`config.mk`:
```
export PLATFORM = sky130hd
export DESIGN_NAME = power_index_limit_ramp_shaper
export DESIGN_NICKNAME = d
export VERILOG_FILES = /design/src/pa_ramp_pkg.sv /design/src/power_index_limit_ramp_shaper.sv
export SDC_FILE = /design/constraint.sdc
export NUM_CORES = 1
export LEC_CHECK = 0
export ABC_AREA = 1
export BUFFER_PORTS_ARGS = -buffer_cell sky130_fd_sc_hd__buf_4
export CAP_MARGIN = 20
export CELL_PAD_IN_SITES_DETAIL_PLACEMENT = 1
export CELL_PAD_IN_SITES_GLOBAL_PLACEMENT = 2
export CORE_ASPECT_RATIO = 1.1
export CORE_UTILIZATION = 36
export DETAILED_ROUTE_END_ITERATION = 10
export HOLD_SLACK_MARGIN = 0.05
export PLACE_DENSITY = 0.79
export SYNTH_ARGS = -nofsm -noshare
export SYNTH_HDL_FRONTEND = slang
export SYNTH_SLANG_ARGS = --single-unit
export TNS_END_PERCENT = 1
```
`constraint.sdc`:
```
create_clock -name clk_sys -period 2.69 [get_ports clk_sys]
set_clock_uncertainty 0.2 [all_clocks]
set_input_delay 0.269 -clock clk_sys [delete_from_list [all_inputs] [get_ports clk_sys]]
set_output_delay 0.269 -clock clk_sys [all_outputs]
set_load 0.1 [all_outputs]
```
`src/pa_ramp_pkg.sv`:
```
// Package with constants and carrier types for the power ramp shaper.
package pa_ramp_pkg;

	localparam int TABLE_DEPTH = 8;
	localparam int INDEX_W = 3;
	localparam int SETTING_W = 8;
	localparam logic [7:0] TABLE_RESET = 8'hC6;
	localparam logic [2:0] INDEX_ZERO = 3'h0;
	localparam logic [2:0] OOK_ONE_INDEX = 3'h1;
	localparam int SHAPE_RATE = 8;
	localparam logic [2:0] TICK_LAST = 3'h7;

	typedef enum logic [1:0] {
		MOD_FSK,
		MOD_OOK,
		MOD_ASK
	} mod_fmt_t;

	typedef enum {
		ST_IDLE,
		ST_RAMP_UP,
		ST_BODY,
		ST_RAMP_DOWN
	} ramp_state_t;

	typedef struct packed {
		logic wr_en;
		logic [2:0] wr_index;
		logic [7:0] wr_data;
	} table_write_t;

	typedef struct packed {
		logic [2:0] power_index_limit;
		mod_fmt_t mod_fmt;
	} front_end_config_t;

endpackage

```
`src/power_index_limit_ramp_shaper.sv`:
```
// Power level table with ramp, on-off keying and amplitude shaping index.
`timescale 1ns/1ns
module power_index_limit_ramp_shaper
	import pa_ramp_pkg::*;
#(
	parameter int DEPTH = TABLE_DEPTH
) (
	input wire logic clk_sys,
	input wire logic arst_n,
	input wire table_write_t table_write,
	input wire front_end_config_t front_end_config,
	input wire logic tx_active,
	input wire logic shape_tick,
	input wire logic tx_symbol,
	output logic [7:0] pa_setting,
	output logic [2:0] table_index,
	output logic ramp_busy
);

	logic [7:0] power_level_table [DEPTH];
	logic [2:0] index_q;
	logic [2:0] index_d;
	logic [7:0] setting_q;
	ramp_state_t state_q;
	ramp_state_t state_d;
	logic [2:0] limit;
	logic at_top;
	logic at_zero;
	logic fsk_mode;
	logic [2:0] ask_index;
	logic [2:0] ook_index;

	assign limit = front_end_config.power_index_limit;
	assign fsk_mode = (front_end_config.mod_fmt == MOD_FSK);
	assign at_top = (index_q >= limit);
	assign at_zero = (index_q == INDEX_ZERO);

	// Writes land in any entry; the serial front end is what restricts
	// single accesses to entry zero, so this store stays simple.
	genvar g;
	generate
		for (g = 0; g < DEPTH; g++) begin : g_entry
			always_ff @(posedge clk_sys or negedge arst_n) begin
				if (!arst_n) begin
					power_level_table[g] <= TABLE_RESET;
				end else if (table_write.wr_en &&
						table_write.wr_index == 3'(g)) begin
					power_level_table[g] <= table_write.wr_data;
				end
			end
		end
	endgenerate

	// Next packet phase; only frequency keying ramps, the keyed formats
	// shape through the table themselves.
	always_comb begin
		state_d = state_q;
		unique case (state_q)
			ST_IDLE: begin
				if (tx_active && fsk_mode) begin
					state_d = ST_RAMP_UP;
				end else if (tx_active) begin
					state_d = ST_BODY;
				end
			end
			ST_RAMP_UP: begin
				if (!tx_active) begin
					state_d = ST_RAMP_DOWN;
				end else if (at_top) begin
					state_d = ST_BODY;
				end
			end
			ST_BODY: begin
				if (!tx_active && fsk_mode) begin
					state_d = ST_RAMP_DOWN;
				end else if (!tx_active) begin
					state_d = ST_IDLE;
				end
			end
			ST_RAMP_DOWN: begin
				if (at_zero) begin
					state_d = ST_IDLE;
				end
			end
		endcase
	end

	// Amplitude shaping step; a one above a lowered limit snaps back to
	// the limit instead of counting, so the index never passes the top.
	always_comb begin
		ask_index = index_q;
		if (shape_tick) begin
			if (tx_symbol && !at_top) begin
				ask_index = index_q + 3'h1;
			end else if (tx_symbol) begin
				ask_index = limit;
			end else if (!at_zero) begin
				ask_index = index_q - 3'h1;
			end
		end
	end

	// Entry one holds the keyed-on level, entry zero the keyed-off level.
	always_comb begin
		ook_index = INDEX_ZERO;
		if (tx_symbol) begin
			ook_index = OOK_ONE_INDEX;
		end
	end

	// Table index for the next cycle; ramps only move on a shaping tick,
	// which keeps ramp speed tied to the symbol rate.
	always_comb begin
		index_d = index_q;
		unique case (state_q)
			ST_IDLE: begin
				index_d = INDEX_ZERO;
			end
			ST_RAMP_UP: begin
				if (!tx_active) begin
					index_d = index_q;
				end else if (at_top) begin
					index_d = limit;
				end else if (shape_tick) begin
					index_d = index_q + 3'h1;
				end
			end
			ST_BODY: begin
				if (!tx_active && !fsk_mode) begin
					// Keyed formats end with no ramp, so drop to entry zero
					// now rather than leave a keyed level on while idle.
					index_d = INDEX_ZERO;
				end else if (!tx_active) begin
					index_d = index_q;
				end else begin
					unique case (front_end_config.mod_fmt)
						MOD_OOK: begin
							index_d = ook_index;
						end
						MOD_ASK: begin
							index_d = ask_index;
						end
						default: begin
							index_d = limit;
						end
					endcase
				end
			end
			ST_RAMP_DOWN: begin
				if (!at_zero && shape_tick) begin
					index_d = index_q - 3'h1;
				end
			end
		endcase
	end

	always_ff @(posedge clk_sys or negedge arst_n) begin
		if (!arst_n) begin
			state_q <= ST_IDLE;
		end else begin
			state_q <= state_d;
		end
	end

	always_ff @(posedge clk_sys or negedge arst_n) begin
		if (!arst_n) begin
			index_q <= INDEX_ZERO;
		end else begin
			index_q <= index_d;
		end
	end

	// The setting is registered one cycle behind the index so the analog
	// side always sees a stable byte rather than a decoder glitch.
	always_ff @(posedge clk_sys or negedge arst_n) begin
		if (!arst_n) begin
			setting_q <= TABLE_RESET;
		end else begin
			setting_q <= power_level_table[index_q];
		end
	end

	assign pa_setting = setting_q;
	assign table_index = index_q;

	// Ramp status decodes straight from the phase register, so it settles
	// right after the edge and carries no counter glitches.
	always_comb begin
		ramp_busy = 1'h0;
		unique case (state_q)
			ST_IDLE: begin
				ramp_busy = 1'h0;
			end
			ST_RAMP_UP: begin
				ramp_busy = 1'h1;
			end
			ST_BODY: begin
				ramp_busy = 1'h0;
			end
			ST_RAMP_DOWN: begin
				ramp_busy = 1'h1;
			end
		endcase
	end

endmodule

```
==> results.toml <==
[timing]
relSlewSlack_pct = 58.79
rsz0062_at_grt = "false"
min_period_ns = 2.058
fmax_mhz = 485.8
holdWs_ns = 0.1741
final-hold-violation-count = 0
worst-slew-pin-transition_ns = 0.6165
setup_tns_ns = 0
setup_viol = 0
period_share_pct = 76.52
drv_slew = 0

[clocking]
cts_setup_buffers = 0
cts.clk_slew.worst_paths_ns = 0.06
cts.htree.levels = 3
cts_sinks = 77
clk_path_buf_depth = 2
root_buffer = "clkbuf_16"
clock_latency_ns = 0.34
cts_tree = "done"
numCtsBuffers = 9
ctsResizeCount = 0

[final_layout]
drive_gt1_share_pct = 20.08
multi_input_area_um2 = 1625
fin_nets = 549
ff_latch_area_um2 = 1973
syn_to_final_growth_pct = 19.54
stdcell_area_um2 = 4639
num-fill-cells = 1309
utilization_pct = 44.43
diodes = 0

[logic_synthesis]
synth.top_cells.by_area = "dfrtp_1, dfstp_2, nand2_1, o21ai_0, nor2_1"
synth_compound_area_share_pct = 18.57
syn-cell-area_um2 = 3881
yosysMostFrequentCell = "nand2_1"
ys.flop_type = "dfrtp_1"
syn_inst = 479
ys_types = 29
synth.area.mux_share_pct = 0
yosys.area.top_type_share_pct = 26.43
synth-simple-area-share_pct = 20.41
yosys-top-cells-count = "nand2_1, o21ai_0, nor2_1"
synth_xor_area_share_pct = 0
async_flop_share_pct = 100.0
ys_seq_area_share_pct = 50.81
synth-edff-count = 0
synthAdderAreaFrac_pct = 2.901
synth_nets = 510
ys_seq_elements = 77
synth_largest_area_cell = "dfrtp_1"
syn_avg_cell_area_um2 = 8.103
synth_top_family_by_area = "simple AND/OR/NAND/NOR gates"
ys_warn_count = 0

[global_route]
grt_usage_pct = 20.71
gr-total-overflow = 0
grt_pass1_wl_mm = 17.55
grt_pass1_vias = 3497
grt_max_degree = 47
antenna_found_initial = 0

[routing]
drc = 0
wl_per_cell_um = 15.78
drt_wl_total_mm = 10.51
drt-initial-drc-count = 178
vias_per_cell = 5.060
ant_nets = 0
dr.pass1.iters = 4
vias = 3370

[placement]
dp_hpwl_mm = 7.467
dpl_cell_area_um2 = 4250
io_buffers = 33
gp_congestion = 0.8063

[floorplan]
dieArea_um2 = 11200
rows = 39
core-area_um2 = 10440
die_w_um = 101
die_h_um = 110.9
pin_count = 34
start_util_pct = 37.17

[critical_path]
crit_path_start_kind = "register"
end_kind = "register"
worst_ep_arrival_time_ns = 2.09
path_class = "reg -> reg"
crit_fanout = 10
required_ns = 2.72

[power]
peakVddDrop_uv = 730.4
power_density_nw_per_um2 = 994.1
p_leak_uw = 0.002157

[hold_path]
hold_class = "in -> reg"

[run]
max_cap_violations = 0

[outcome]
outcome = "finished, final reports clean"
timing repair:
item | in CTS | in global routing
hold buffers | 10 | 0
hold endpoints to repair | 46 | 0
endpoints found under the setup margin | 0 | 0
placed cells by master (no fill, tap or decap), types with 2 or more instances in the layout:
master and instances:
dfstp_2 36, clkbuf_16 9, a31oi_1 9, o211ai_1 8
clkbuf_1 4, a21oi_1 5, nor2_2 2, o22ai_1 8
a21oi_2 2, nand2_2 3, buf_4 40, nand3_1 10
dlygate4sd3_1 10, o21ai_1 2, inv_1 41, nor2_1 46
inv_2 5, nand4_1 3, o21ai_0 94, nand2_1 126
dfrtp_1 40, ha_1 9
power by group:
group          internal (µW)  switching [µW]  total [µW]
Combinational            473            1290        1770
Sequential              1510             140        1650
Clock                    743             451        1190
Total                   2730            1890        4610
path summary, 6_finish.rpt:
kind	from	end	slack (ns)	depth (start not counted)
hold / removal	table_write[8]	power_level_table[6]$_DFFE_PN1P_	0.17	5
min in group asynchronous	arst_n	power_level_table[53]$_DFFE_PN0P_	0.19	2
hold reg to reg	power_level_table[43]$_DFFE_PN0P_	power_level_table[43]$_DFFE_PN0P_	0.28	2
setup / recovery	table_index[1]$_DFFE_PN0P_	table_index[0]$_DFFE_PN0P_	0.63	13
max in group asynchronous	arst_n	power_level_table[7]$_DFFE_PN1P_	1.48	3
setup reg to reg	table_index[1]$_DFFE_PN0P_	table_index[0]$_DFFE_PN0P_	0.63	13
per-stage QoR:
step / power, µW / cells / setup slack [ns]
6_report: 4612 / 666 / 0.6316
5_1_grt: 4895 / 666 / 0.4823
4_1_cts: 4672 / 666 / 0.6176
3_5_place_dp: 3447 / 640 / 0.6247
3_3_place_gp: 3408 / 640 / 0.7111
2_1_floorplan: 2977 / 479 / 0.2862
worst max-delay path: stages (launching register included):
cell	delay, ns
dfrtp_1	0.52
ha_1	0.30
nand2_1	0.10
inv_1	0.06
nand2_2	0.13
nand2_4	0.10
inv_2	0.08
nand2_1	0.06
nand3_1	0.10
nand2_1	0.05
nand2_1	0.06
nand2_1	0.06
nand2_1	0.05
nand2_1	0.04
flip-flops by register name, indices dropped and copies added (netlist names):
signal,cells
pa_setting,8
power_level_table,64
state_q,2
table_index,3
routing by layer:
layer	global-route usage, %	wire (µm)	up-vias
li1	-	-	1643
met1	24.41	4513	1664
met2	37.35	5588	50
met3	2.207	173	13
met4	9.275	232	0
met5	0	0	-
cell families (layout without fill, tap and decap cells):
logic type	after synthesis	in the layout
adders and majority gates	9	9
and+or+nand+nor	194	194
buffers and inverters	68	112
AOI/OAI and AO/OA	131	131
DFF	77	77
cell type report:
cell class | count | share of cell area [%]
clock buffers | 14 | 5.475
clock inverters | 2 | 0.7551
inverters | 46 | 3.722
multi-input cells | 334 | 35.03
flip-flops and latches | 77 | 42.53
well taps | 143 | 3.857
repair buffers | 50 | 8.630
No activity file was read; power rests on OpenSTA's default activity.
